`src/include/dram_addr_pkg.sv`:
```
// Purpose: Shared constants for the DRAM row addressing and parity block
// Assumes: 25 MHz core clock, AXI4-Lite register access
// Notes: Offsets are byte addresses of 32-bit registers
package dram_addr_pkg;
    // ----------------------------------------------------------------
    // Register map
    // ----------------------------------------------------------------
    localparam logic [7:0] CTRL_OFS = 8'h00;
    localparam logic [7:0] ROW_TYPE_OFS = 8'h04;
    localparam logic [7:0] GEOM_OFS = 8'h08;
    localparam logic [7:0] TIMING_OFS = 8'h0C;
    localparam logic [7:0] ERR_CMD_OFS = 8'h10;
    localparam logic [7:0] ERR_STS_OFS = 8'h14;
    localparam logic [7:0] BOUND_LO_OFS = 8'h18;
    localparam logic [7:0] BOUND_HI_OFS = 8'h1C;
    localparam logic [7:0] REFRESH_OFS = 8'h20;
    localparam logic [7:0] GAP_OFS = 8'h24;
    localparam logic [7:0] STATUS_OFS = 8'h28;
    // ----------------------------------------------------------------
    // Fields and reset values
    // ----------------------------------------------------------------
    localparam int CTRL_PAR_EN_BIT = 0;
    localparam int CTRL_EDO_DET_BIT = 1;
    localparam int ERR_CMD_SERR_PAR_BIT = 1;
    localparam int ERR_STS_PAR_BIT = 4;
    localparam int REFRESH_FAST_BIT = 8;
    localparam logic [31:0] CTRL_RST = 32'h0000_0000;
    localparam logic [31:0] ERR_CMD_RST = 32'h0000_0000;
    localparam logic [31:0] TIMING_RST = 32'h0000_0000;
    localparam logic [31:0] BOUND_RST = 32'h1010_1010;
    localparam logic [31:0] GAP_RST = 32'h0000_0000;
    localparam logic [31:0] REFRESH_RST = 32'h0000_0000;
    // Row base offset that marks a BEDO burst-order program cycle
    localparam logic [26:0] BEDO_PROG_OFS = 27'h002_1000;
    // Boundary registers count in 8 MB units: host bit 23 and up
    localparam int BOUND_SHIFT = 23;
    localparam int AXI_OKAY = 0;
    localparam logic [1:0] RESP_OKAY = 2'h0;
    localparam logic [1:0] RESP_SLVERR = 2'h2;
    // ----------------------------------------------------------------
    // Types
    // ----------------------------------------------------------------
    // Geometry code per row: rows x columns
    typedef enum logic [2:0] {
        GEOM_10X10,
        GEOM_11X10,
        GEOM_11X11,
        GEOM_12X10,
        GEOM_12X11,
        GEOM_12X12
    } geom_e;
    typedef enum logic [1:0] {
        TYPE_FPM,
        TYPE_EDO,
        TYPE_BEDO
    } dram_type_e;
endpackage

```
`src/verilog/byte_parity.sv`:
```
// Purpose: Even parity per 8-bit byte of a data word
// Assumes: Width is a whole number of bytes
// Notes: Pure combinational; used for generation and checking
`timescale 1ns/100ps
module byte_parity #(
    parameter int BYTES = 8
) (
    input wire logic [BYTES*8-1:0] data_i,
    output logic [BYTES-1:0] par_o
);
    initial begin
        if (BYTES < 1) begin
            $error("byte_parity needs at least one byte");
        end
    end
    // ----------------------------------------------------------------
    // Per-byte reduction
    // ----------------------------------------------------------------
    for (genvar g = 0; g < BYTES; g++) begin : gen_byte
        // Check bit makes each 9-bit group carry an even count of ones
        assign par_o[g] = ^data_i[g*8 +: 8];
    end
endmodule

```
`src/verilog/dram_row_addr.sv`:
```
// Purpose: Host-to-DRAM address mux, row decode and byte parity check
// Assumes: One core clock; access strobes come from the same domain
// Notes: Refresh and timing engines sit outside and read the outputs
//
// Our own choices: the register addresses and register access over AXI4-Lite.
`timescale 1ns/100ps
module dram_row_addr
#(
    parameter int ROWS = 8
) (
    input wire logic core_clk_i,
    input wire logic reset_i,
    // AXI4-Lite slave
    input wire logic [7:0] s_axi_awaddr,
    input wire logic s_axi_awvalid,
    output logic s_axi_awready,
    input wire logic [31:0] s_axi_wdata,
    input wire logic [3:0] s_axi_wstrb,
    input wire logic s_axi_wvalid,
    output logic s_axi_wready,
    output logic [1:0] s_axi_bresp,
    output logic s_axi_bvalid,
    input wire logic s_axi_bready,
    input wire logic [7:0] s_axi_araddr,
    input wire logic s_axi_arvalid,
    output logic s_axi_arready,
    output logic [31:0] s_axi_rdata,
    output logic [1:0] s_axi_rresp,
    output logic s_axi_rvalid,
    input wire logic s_axi_rready,
    // Host access request
    input wire logic [31:3] host_addr_bus_i,
    input wire logic host_req_i,
    input wire logic host_write_i,
    input wire logic col_phase_i,
    input wire logic write_cas_before_ras_cycle_i,
    // DRAM data path
    input wire logic [63:0] wr_data_i,
    output logic [7:0] wr_check_o,
    input wire logic [63:0] rd_data_i,
    input wire logic [7:0] rd_check_i,
    input wire logic rd_valid_i,
    // Decoded access
    output logic [11:0] mem_addr_bus_o,
    output logic mem_hit_o,
    output logic pci_hit_o,
    output logic [2:0] row_sel_o,
    output logic [1:0] row_type_o,
    output logic [7:0] timing_o,
    output logic edo_detect_o,
    output logic bedo_prog_o,
    output logic fast_refresh_o,
    output logic serr_o
);
    import dram_addr_pkg::*;

    initial begin
        if (ROWS != 8) begin
            $error("dram_row_addr serves exactly eight rows");
        end
    end

    // ----------------------------------------------------------------
    // Registers
    // ----------------------------------------------------------------
    logic [31:0] ctrl_ff;
    logic [15:0] row_type_ff;
    logic [23:0] geom_ff;
    logic [7:0] timing_ff;
    logic [7:0] error_command_reg_ff;
    logic error_status_reg_ff;
    logic [63:0] row_boundary_reg_ff;
    logic [31:0] refresh_rate_reg_ff;
    logic [15:0] gap_ff;
    logic fast_refresh_ff;

    logic aw_hold_ff;
    logic w_hold_ff;
    logic [7:0] awaddr_ff;
    logic [31:0] wdata_ff;
    logic [3:0] wstrb_ff;
    logic bvalid_ff;
    logic rvalid_ff;
    logic [31:0] rdata_ff;
    logic [1:0] bresp_ff;
    logic [1:0] rresp_ff;

    function automatic logic known_ofs(input logic [7:0] a);
        known_ofs = (a[1:0] == 2'h0) && (a <= STATUS_OFS);
    endfunction

    function automatic logic [31:0] merge(input logic [31:0] old, input logic [31:0] d,
                                          input logic [3:0] s);
        for (int i = 0; i < 4; i++) begin
            merge[i*8 +: 8] = s[i] ? d[i*8 +: 8] : old[i*8 +: 8];
        end
    endfunction

    // ----------------------------------------------------------------
    // AXI4-Lite write path
    // ----------------------------------------------------------------
    logic do_write;
    logic [7:0] wr_addr;
    logic [31:0] wr_word;
    logic [3:0] wr_strb;
    assign s_axi_awready = !aw_hold_ff && !bvalid_ff;
    assign s_axi_wready = !w_hold_ff && !bvalid_ff;
    assign wr_addr = aw_hold_ff ? awaddr_ff : s_axi_awaddr;
    assign wr_word = w_hold_ff ? wdata_ff : s_axi_wdata;
    assign wr_strb = w_hold_ff ? wstrb_ff : s_axi_wstrb;
    assign do_write = (aw_hold_ff || (s_axi_awvalid && s_axi_awready))
                      && (w_hold_ff || (s_axi_wvalid && s_axi_wready));
    assign s_axi_bvalid = bvalid_ff;
    assign s_axi_bresp = bresp_ff;

    always_ff @(posedge core_clk_i or posedge reset_i) begin
        if (reset_i) begin
            aw_hold_ff <= 1'b0;
            w_hold_ff <= 1'b0;
            awaddr_ff <= 8'h00;
            wdata_ff <= 32'h0000_0000;
            wstrb_ff <= 4'h0;
            bvalid_ff <= 1'b0;
            bresp_ff <= RESP_OKAY;
        end else begin
            if (do_write) begin
                aw_hold_ff <= 1'b0;
                w_hold_ff <= 1'b0;
                bvalid_ff <= 1'b1;
                bresp_ff <= known_ofs(wr_addr) ? RESP_OKAY : RESP_SLVERR;
            end else begin
                if (s_axi_awvalid && s_axi_awready) begin
                    aw_hold_ff <= 1'b1;
                    awaddr_ff <= s_axi_awaddr;
                end
                if (s_axi_wvalid && s_axi_wready) begin
                    w_hold_ff <= 1'b1;
                    wdata_ff <= s_axi_wdata;
                    wstrb_ff <= s_axi_wstrb;
                end
                if (bvalid_ff && s_axi_bready) begin
                    bvalid_ff <= 1'b0;
                end
            end
        end
    end

    // ----------------------------------------------------------------
    // Configuration registers
    // ----------------------------------------------------------------
    logic fast_req;
    assign fast_req = do_write && (wr_addr == REFRESH_OFS) && wr_strb[1] && wr_word[REFRESH_FAST_BIT];

    always_ff @(posedge core_clk_i or posedge reset_i) begin
        if (reset_i) begin
            ctrl_ff <= CTRL_RST;
            row_type_ff <= 16'h0000;
            geom_ff <= 24'h00_0000;
            timing_ff <= TIMING_RST[7:0];
            error_command_reg_ff <= ERR_CMD_RST[7:0];
            row_boundary_reg_ff <= {BOUND_RST, BOUND_RST};
            refresh_rate_reg_ff <= REFRESH_RST;
            gap_ff <= GAP_RST[15:0];
        end else if (do_write) begin
            unique case (wr_addr)
                CTRL_OFS: ctrl_ff <= merge(ctrl_ff, wr_word, wr_strb);
                ROW_TYPE_OFS: row_type_ff <= 16'(merge({16'h0000, row_type_ff}, wr_word, wr_strb));
                GEOM_OFS: geom_ff <= 24'(merge({8'h00, geom_ff}, wr_word, wr_strb));
                TIMING_OFS: timing_ff <= 8'(merge({24'h0, timing_ff}, wr_word, wr_strb));
                ERR_CMD_OFS: error_command_reg_ff <= 8'(merge({24'h0, error_command_reg_ff}, wr_word, wr_strb));
                BOUND_LO_OFS: row_boundary_reg_ff[31:0] <= merge(row_boundary_reg_ff[31:0], wr_word, wr_strb);
                BOUND_HI_OFS: row_boundary_reg_ff[63:32] <= merge(row_boundary_reg_ff[63:32], wr_word, wr_strb);
                REFRESH_OFS: refresh_rate_reg_ff <= merge(refresh_rate_reg_ff, wr_word, wr_strb);
                GAP_OFS: gap_ff <= 16'(merge({16'h0, gap_ff}, wr_word, wr_strb));
                default: ;
            endcase
        end
    end

    // Fast refresh request is a one-cycle pulse to the refresh engine
    always_ff @(posedge core_clk_i or posedge reset_i) begin
        if (reset_i) begin
            fast_refresh_ff <= 1'b0;
        end else begin
            fast_refresh_ff <= fast_req;
        end
    end
    assign fast_refresh_o = fast_refresh_ff;

    // ----------------------------------------------------------------
    // Row decode and gap
    // ----------------------------------------------------------------
    // Boundaries count 8 MB units; the first row whose top lies above wins
    logic [2:0] row_hit;
    logic in_mem;
    logic in_gap;
    logic [8:0] addr_units;
    assign addr_units = host_addr_bus_i[31:BOUND_SHIFT];
    always_comb begin
        row_hit = 3'h0;
        in_mem = 1'b0;
        for (int r = ROWS - 1; r >= 0; r--) begin
            if (addr_units < {1'b0, row_boundary_reg_ff[r*8 +: 8]}) begin
                row_hit = 3'(r);
                in_mem = 1'b1;
            end
        end
    end
    // Gap: start and end in 8 MB units, empty when end is not above start
    assign in_gap = (addr_units >= {1'b0, gap_ff[7:0]}) && (addr_units < {1'b0, gap_ff[15:8]});

    // ----------------------------------------------------------------
    // Address multiplexer
    // ----------------------------------------------------------------
    geom_e cur_geom;
    logic wide_col;
    assign cur_geom = geom_e'(geom_ff[row_hit*3 +: 3]);
    assign wide_col = (cur_geom == GEOM_12X11) || (cur_geom == GEOM_12X12);

    logic [11:0] nxt_mem_addr;
    logic [11:0] mem_addr_ff;
    always_comb begin
        if (col_phase_i) begin
            // Page offset on the low nine bits spans 4 KB over 64-bit rows
            nxt_mem_addr = {host_addr_bus_i[26], wide_col ? host_addr_bus_i[25] : host_addr_bus_i[24],
                            host_addr_bus_i[22], host_addr_bus_i[11:3]};
        end else begin
            nxt_mem_addr = {host_addr_bus_i[24], host_addr_bus_i[23], host_addr_bus_i[21:12]};
        end
    end

    logic mem_hit_ff;
    logic pci_hit_ff;
    logic [2:0] row_sel_ff;
    logic bedo_prog_ff;
    logic [26:0] row_base;
    assign row_base = (row_hit == 3'h0) ? 27'h0 :
                      27'({row_boundary_reg_ff[(row_hit-3'h1)*8 +: 8], 23'h0});
    always_ff @(posedge core_clk_i or posedge reset_i) begin
        if (reset_i) begin
            mem_addr_ff <= 12'h000;
            mem_hit_ff <= 1'b0;
            pci_hit_ff <= 1'b0;
            row_sel_ff <= 3'h0;
            bedo_prog_ff <= 1'b0;
        end else begin
            mem_addr_ff <= nxt_mem_addr;
            mem_hit_ff <= host_req_i && in_mem && !in_gap;
            pci_hit_ff <= host_req_i && !(in_mem && !in_gap);
            row_sel_ff <= row_hit;
            // A WRITE_CAS_BEFORE_RAS_CYCLE at base plus the program offset selects x86 burst order
            bedo_prog_ff <= write_cas_before_ras_cycle_i && in_mem &&
                            (host_addr_bus_i[26:3] == 24'((row_base + BEDO_PROG_OFS) >> 3));
        end
    end
    assign mem_addr_bus_o = mem_addr_ff;
    assign mem_hit_o = mem_hit_ff;
    assign pci_hit_o = pci_hit_ff;
    assign row_sel_o = row_sel_ff;
    assign bedo_prog_o = bedo_prog_ff;
    // Per-row type rides with global timing to the timing engine
    assign row_type_o = row_type_ff[row_sel_ff*2 +: 2];
    assign timing_o = timing_ff;
    assign edo_detect_o = ctrl_ff[CTRL_EDO_DET_BIT];

    // ----------------------------------------------------------------
    // Parity generate and check
    // ----------------------------------------------------------------
    logic [7:0] gen_par;
    logic [7:0] rd_par;
    byte_parity #(.BYTES(8)) u_wr_par (
        .data_i(wr_data_i),
        .par_o(gen_par)
    );
    byte_parity #(.BYTES(8)) u_rd_par (
        .data_i(rd_data_i),
        .par_o(rd_par)
    );
    logic par_en;
    logic par_err;
    assign par_en = ctrl_ff[CTRL_PAR_EN_BIT];
    // Check bits hold zero while disabled, so writes are harmless then
    logic [7:0] wr_check_ff;
    always_ff @(posedge core_clk_i or posedge reset_i) begin
        if (reset_i) begin
            wr_check_ff <= 8'h00;
        end else begin
            wr_check_ff <= par_en ? gen_par : 8'h00;
        end
    end
    assign wr_check_o = wr_check_ff;
    // Missing check bits on a 64-bit row read back as a mismatch
    assign par_err = par_en && rd_valid_i && (rd_par != rd_check_i);

    // Status clears by writing one to bit 4; a new error wins over the clear
    logic sts_clr;
    assign sts_clr = do_write && (wr_addr == ERR_STS_OFS) && wr_strb[0] && wr_word[ERR_STS_PAR_BIT];
    always_ff @(posedge core_clk_i or posedge reset_i) begin
        if (reset_i) begin
            error_status_reg_ff <= 1'b0;
        end else if (par_err) begin
            error_status_reg_ff <= 1'b1;
        end else if (sts_clr) begin
            error_status_reg_ff <= 1'b0;
        end
    end
    assign serr_o = error_status_reg_ff && error_command_reg_ff[ERR_CMD_SERR_PAR_BIT];

    // ----------------------------------------------------------------
    // AXI4-Lite read path
    // ----------------------------------------------------------------
    logic [31:0] rd_mux;
    always_comb begin
        unique case (s_axi_araddr)
            CTRL_OFS: rd_mux = ctrl_ff;
            ROW_TYPE_OFS: rd_mux = {16'h0000, row_type_ff};
            GEOM_OFS: rd_mux = {8'h00, geom_ff};
            TIMING_OFS: rd_mux = {24'h00_0000, timing_ff};
            ERR_CMD_OFS: rd_mux = {24'h00_0000, error_command_reg_ff};
            ERR_STS_OFS: rd_mux = {27'h0, error_status_reg_ff, 4'h0};
            BOUND_LO_OFS: rd_mux = row_boundary_reg_ff[31:0];
            BOUND_HI_OFS: rd_mux = row_boundary_reg_ff[63:32];
            REFRESH_OFS: rd_mux = refresh_rate_reg_ff;
            GAP_OFS: rd_mux = {16'h0000, gap_ff};
            STATUS_OFS: rd_mux = {27'h0, row_sel_ff, mem_hit_ff, pci_hit_ff};
            default: rd_mux = 32'h0000_0000;
        endcase
    end
    assign s_axi_arready = !rvalid_ff;
    always_ff @(posedge core_clk_i or posedge reset_i) begin
        if (reset_i) begin
            rvalid_ff <= 1'b0;
            rdata_ff <= 32'h0000_0000;
            rresp_ff <= RESP_OKAY;
        end else if (s_axi_arvalid && s_axi_arready) begin
            rvalid_ff <= 1'b1;
            rdata_ff <= rd_mux;
            rresp_ff <= known_ofs(s_axi_araddr) ? RESP_OKAY : RESP_SLVERR;
        end else if (s_axi_rready) begin
            rvalid_ff <= 1'b0;
        end
    end
    assign s_axi_rvalid = rvalid_ff;
    assign s_axi_rdata = rdata_ff;
    assign s_axi_rresp = rresp_ff;

    // ----------------------------------------------------------------
    // Assertions
    // ----------------------------------------------------------------
    row_addr_map_a: assert property (@(posedge core_clk_i) disable iff (reset_i)
        !col_phase_i |=> mem_addr_bus_o == {$past(host_addr_bus_i[24]), $past(host_addr_bus_i[23]),
                                            $past(host_addr_bus_i[21:12])})
        else $error("row phase address wrong");
    col_addr_map_a: assert property (@(posedge core_clk_i) disable iff (reset_i)
        col_phase_i |=> mem_addr_bus_o[11] == $past(host_addr_bus_i[26])
                     && mem_addr_bus_o[9:0] == {$past(host_addr_bus_i[22]), $past(host_addr_bus_i[11:3])})
        else $error("column phase address wrong");
    col_a25_swap_a: assert property (@(posedge core_clk_i) disable iff (reset_i)
        col_phase_i && wide_col |=> mem_addr_bus_o[10] == $past(host_addr_bus_i[25]))
        else $error("A25 not substituted");
    par_reset_off_a: assert property (@(posedge core_clk_i)
        $fell(reset_i) |-> !par_en && !error_command_reg_ff[ERR_CMD_SERR_PAR_BIT])
        else $error("checking not off after reset");
    par_error_set_a: assert property (@(posedge core_clk_i) disable iff (reset_i)
        par_err |=> error_status_reg_ff)
        else $error("parity error not logged");
    serr_gate_a: assert property (@(posedge core_clk_i) disable iff (reset_i)
        !error_command_reg_ff[ERR_CMD_SERR_PAR_BIT] |-> !serr_o)
        else $error("SERR while disabled");
    par_only_enabled_a: assert property (@(posedge core_clk_i) disable iff (reset_i)
        !par_en |=> !$rose(error_status_reg_ff))
        else $error("error flagged while parity off");
    wr_check_gen_a: assert property (@(posedge core_clk_i) disable iff (reset_i)
        par_en |=> wr_check_o == $past(gen_par))
        else $error("write check bits wrong");
    fast_refresh_a: assert property (@(posedge core_clk_i) disable iff (reset_i)
        fast_req |=> fast_refresh_o ##1 !fast_refresh_o)
        else $error("fast refresh pulse missing");
    edo_detect_a: assert property (@(posedge core_clk_i) disable iff (reset_i)
        do_write && (wr_addr == CTRL_OFS) && wr_strb[0] |=> edo_detect_o == $past(wr_word[CTRL_EDO_DET_BIT]))
        else $error("EDO detect mode mismatch");

    write_cas_before_ras_cycle_prog_c: cover property (@(posedge core_clk_i) disable iff (reset_i) bedo_prog_o ##[1:20] fast_refresh_o);
    par_error_c: cover property (@(posedge core_clk_i) disable iff (reset_i) par_err ##1 serr_o);
    wide_col_c: cover property (@(posedge core_clk_i) disable iff (reset_i) col_phase_i && wide_col);
endmodule
```
`config.mk`:
```
export PLATFORM = sky130hd
export DESIGN_NAME = dram_row_addr
export DESIGN_NICKNAME = d
export VERILOG_FILES = /design/src/include/dram_addr_pkg.sv /design/src/verilog/byte_parity.sv /design/src/verilog/dram_row_addr.sv
export SDC_FILE = /design/constraint.sdc
export NUM_CORES = 1
export LEC_CHECK = 0
export BUFFER_PORTS_ARGS = -buffer_cell sky130_fd_sc_hd__buf_4
export CAP_MARGIN = 15
export CELL_PAD_IN_SITES_DETAIL_PLACEMENT = 0
export CELL_PAD_IN_SITES_GLOBAL_PLACEMENT = 1
export CORE_ASPECT_RATIO = 1.2
export CORE_MARGIN = 4
export CORE_UTILIZATION = 43
export CTS_CLUSTER_DIAMETER = 60
export DETAILED_ROUTE_END_ITERATION = 8
export PLACE_DENSITY_LB_ADDON = 0.1
export SYNTH_ARGS = -nofsm -noshare
export SYNTH_HDL_FRONTEND = slang
export SYNTH_HIERARCHICAL = 1
export SYNTH_SLANG_ARGS = --single-unit
export TNS_END_PERCENT = 1
```
`constraint.sdc`:
```
create_clock -name core_clk_i -period 12.7 [get_ports core_clk_i]
set_input_delay 2.54 -clock core_clk_i [delete_from_list [all_inputs] [get_ports core_clk_i]]
set_output_delay 2.54 -clock core_clk_i [all_outputs]
set_load 0.02 [all_outputs]
```
==> impl_metrics.py <==
metrics = {
    "worst_setup_path": {
        "max_stage_delay_ns": 0.57,
        "crit_arrival_ns": 6.61,
        "crit_slowest_cell": "ha_1",
        "rr_endpoint": "bedo_prog_o$_DFF_PP0_",
        "required_ns": 13.15,
        "end_kind": "register",
        "path_buf_inv": 2,
        "cpLargestDelayFamily": "compound AO/OA/AOI/OAI gates",
        "path_class": "in -> reg",
        "path_cells": "buf_4, ha_1, a21oi_1, o221ai_1, a21oi_1, a31oi_1, nor2b_1, o21ai_0, ha_1, inv_1, or3_1, a211oi_1, nor2_1, nand3_1, nand3b_1, a211o_1, a32oi_1",
        "startpoint_type": "input pin",
        "reg2reg_from": "row_boundary_reg_ff[44]$_DFFE_PP1P_",
        "ff2ff_path_depth": 17,
        "critPathMaxFanout": 13,
        "r2r_setup_slack_ns": 8.21,
    },
    "cts": {
        "cts_tree": "yes",
        "postCtsHoldBufs": 0,
        "htreeDepth": 2,
        "numCtsBuffers": 35,
        "cts.repair.resized": 0,
        "clock_path_buffers": 3,
        "post_cts_buffers": 0,
        "root_buffer": "clkbuf_16",
        "clk_pin_slew_worst_paths_ns": 0.06,
        "numClockSinks": 310,
        "clock_latency_ns": 0.54,
    },
    "status": {
        "outcome": "finished clean",
    },
    "floorplan": {
        "start_util_pct": 43.6,
        "ios": 309,
        "die_y_um": 223,
        "placement_rows": 78,
        "die_w_um": 187,
        "coreArea_sq_um": 38000,
        "dieArea_sq_um": 41700,
    },
    "power": {
        "p_per_area_nw_per_um2": 163,
        "p_leak_nw": 9.39,
        "power_switching_w": 0.00113,
        "comb_power_share_pct": 29.4,
        "seq_power_share_pct": 40.3,
        "ir_worst_vdd_mv": 0.0915,
        "p_sw_share_pct": 33.7,
        "p_clk_share_pct": 30.3,
        "internal-power_w": 0.00222,
    },
    "logic_synthesis": {
        "ys_seq_area_share_pct": 46.9,
        "yosysMostFrequentCell": "dfrtp_1",
        "synthesis.area_sq_um": 16600,
        "syn_avg_cell_area_sq_um": 9.97,
        "yosys-top-cells-count": "302 x dfrtp_1, 246 x nor2_1, 237 x a21oi_1, 97 x xnor2_1, 85 x inv_1",
        "yosys.area.top_type": "dfrtp_1",
        "ys_top_cells_by_area": "dfrtp_1 46%, a21oi_1 7.2%, nor2_1 5.6%, ha_1 5.5%, xnor2_1 5.1%",
        "synth_seq_cells": 310,
        "synthDistinctLibCells": 72,
        "ys.flop_type": "dfrtp_1",
        "synth_edf_count": 0,
        "yosys_warnings": 6,
        "syn_inst": 1661,
        "synth-async-reset-ratio_pct": 100,
        "synth_top_area_share_pct": 45.6,
    },
    "place": {
        "dp_slack_ns": 5.97,
        "gp_congestion": 0.871,
        "dpl.hpwl_mm": 37.9,
        "port_buffers": 305,
    },
    "sta": {
        "fmaxAchievable_ghz": 0.162,
        "setup_ws_ns": 6.53,
        "setup_viol": 0,
        "fin_worst_skew_ns": 0.0173,
        "min_period_over_period_pct": 48.5,
        "worst_pin_slew_ns": 1.17,
        "drv_slew": 0,
        "fin_tns_setup_ns": 0,
        "hold_viol": 0,
        "relSlewSlack_pct": 19.8,
        "finalCriticalPeriod_ns": 6.17,
        "rsz0062_at_grt": "false",
    },
    "grt": {
        "antenna_found_initial": 0,
        "grt_pass1_vias": 13802,
        "grt_max_degree": 99,
        "grt_overflow_total": 0,
        "track_usage_pct": 24.3,
        "grt_first_pass_wirelength_mm": 80.0,
    },
    "drt": {
        "drt_first_pass_iters": 6,
        "drt_iter0_drc": 1026,
        "met2WireLength_mm": 25.6,
        "wl_met1_mm": 21.3,
        "drc": 0,
        "wl_per_cell_um": 20.9,
        "vias": 13610,
        "ant_nets": 0,
        "wirelength_mm": 51.5,
        "maxUsedRoutingLayer": "met4",
        "drt-vias-per-instance": 5.53,
        "wl_met3_mm": 3.24,
    },
    "cells_and_area": {
        "area_growth_syn_to_layout_pct": 23.9,
        "diodes": 0,
        "layout-drive-gt1-share_pct": 24.6,
        "fill_cells": 3454,
        "final_nets": 2256,
    },
    "hold_path": {
        "min_path_cells": 1,
        "hp-class": "reg -> reg",
        "holdCritStartpoint": "s_axi_rdata[22]$_DFFE_PP0P_",
        "hold_end": "s_axi_rdata[22]$_DFFE_PP0P_",
    },
    "job": {
        "max_cap_violations": 0,
    },
}
[worst max-delay path by stage]
| stage | cells after the start | endpoint | start | slack (ns) |
|---|---|---|---|---|
| after floorplan | 1 | aw_hold_ff$_DFFE_PP0P_ | reset_i | 1.60 |
| after global placement | 17 | bedo_prog_o$_DFF_PP0_ | host_addr_bus_i[30] | 6.04 |
| after detailed placement | 17 | bedo_prog_o$_DFF_PP0_ | host_addr_bus_i[27] | 5.97 |
| after CTS | 17 | bedo_prog_o$_DFF_PP0_ | host_addr_bus_i[30] | 6.53 |
| after global routing | 17 | bedo_prog_o$_DFF_PP0_ | host_addr_bus_i[30] | 6.19 |
| final | 17 | bedo_prog_o$_DFF_PP0_ | host_addr_bus_i[27] | 6.53 |
[cells in the final DEF, fill, tap and decap left out, drive strengths merged, types with 15 or more instances in the layout]
master	n
inv	86
a21o	36
nor2b	18
mux2i	41
nor2	247
xnor2	97
and2	15
o21ai	37
nand3	22
dfrtp	302
nand2	74
a21oi	238
a22oi	35
xor2	27
clkbuf	52
a222oi	36
buf	325
mux2	62
ha	73
[per-stage QoR]
stage	cells	util, %	hold WS (ns)	cell area (sq um)	total power (W)
CTS	2457	53.9	0.484	20500	0.00338
detailed placement	2394	50.9	0.468	19300	0.00235
floorplan	1662	-	0.451	16600	0.00201
global route	2460	54.1	0.490	20500	0.00354
finish	2460	54.1	0.478	20500	0.00335
global placement	2394	50.9	0.460	19300	0.00232
[power groups by stage]
stage	logic, W	clock network, W	registers, W
after global routing	0.00109	0.00108	0.00138
after floorplan	0.000689	0	0.00132
after global placement	0.000965	0	0.00135
after detailed placement	0.000990	0	0.00136
after CTS	0.000993	0.00104	0.00135
final	0.000986	0.00102	0.00135
[layout make-up]
class,instances,area (sq um),share of cell area (%)
multi-input combinational,1197,8200,40.0
clock inverter,11,124,0.604
tap,480,601,2.93
timing repair buffer,325,2460,12.0
clock buffer,52,1040,5.07
sequential,310,7770,37.9
inverter,85,327,1.59
[registers in the layout (all words and copies together), names as in the netlist, 3 cells and up]
register,count
row_type_ff,16
refresh_rate_reg_ff,32
mem_addr_bus_o,12
awaddr_ff,8
ctrl_ff,32
wdata_ff,32
row_boundary_reg_ff,64
geom_ff,24
wr_check_o,8
row_sel_o,3
timing_o,8
wstrb_ff,4
error_command_reg_ff,8
gap_ff,16
s_axi_rdata,32
[per-layer routing]
| metal | vias up | track usage, % |
|---|---|---|
| met5 | - | 0 |
| met4 | 0 | 6.92 |
| met3 | 74 | 4.76 |
| met2 | 476 | 42.4 |
| met1 | 6590 | 30.7 |
| li1 | 6470 | - |
[cells by family after synthesis]
kind of cell,share of synthesized area (%)
other,0.0226
adder cells (fa/ha/maj),5.51
XOR/XNOR,6.60
flip-flops,46.9
buffers and inverters,3.89
AND/OR/NAND/NOR,12.1
AO/OA/AOI/OAI,17.0
multiplexers,8.05
(Power assumes the default switching activity.)
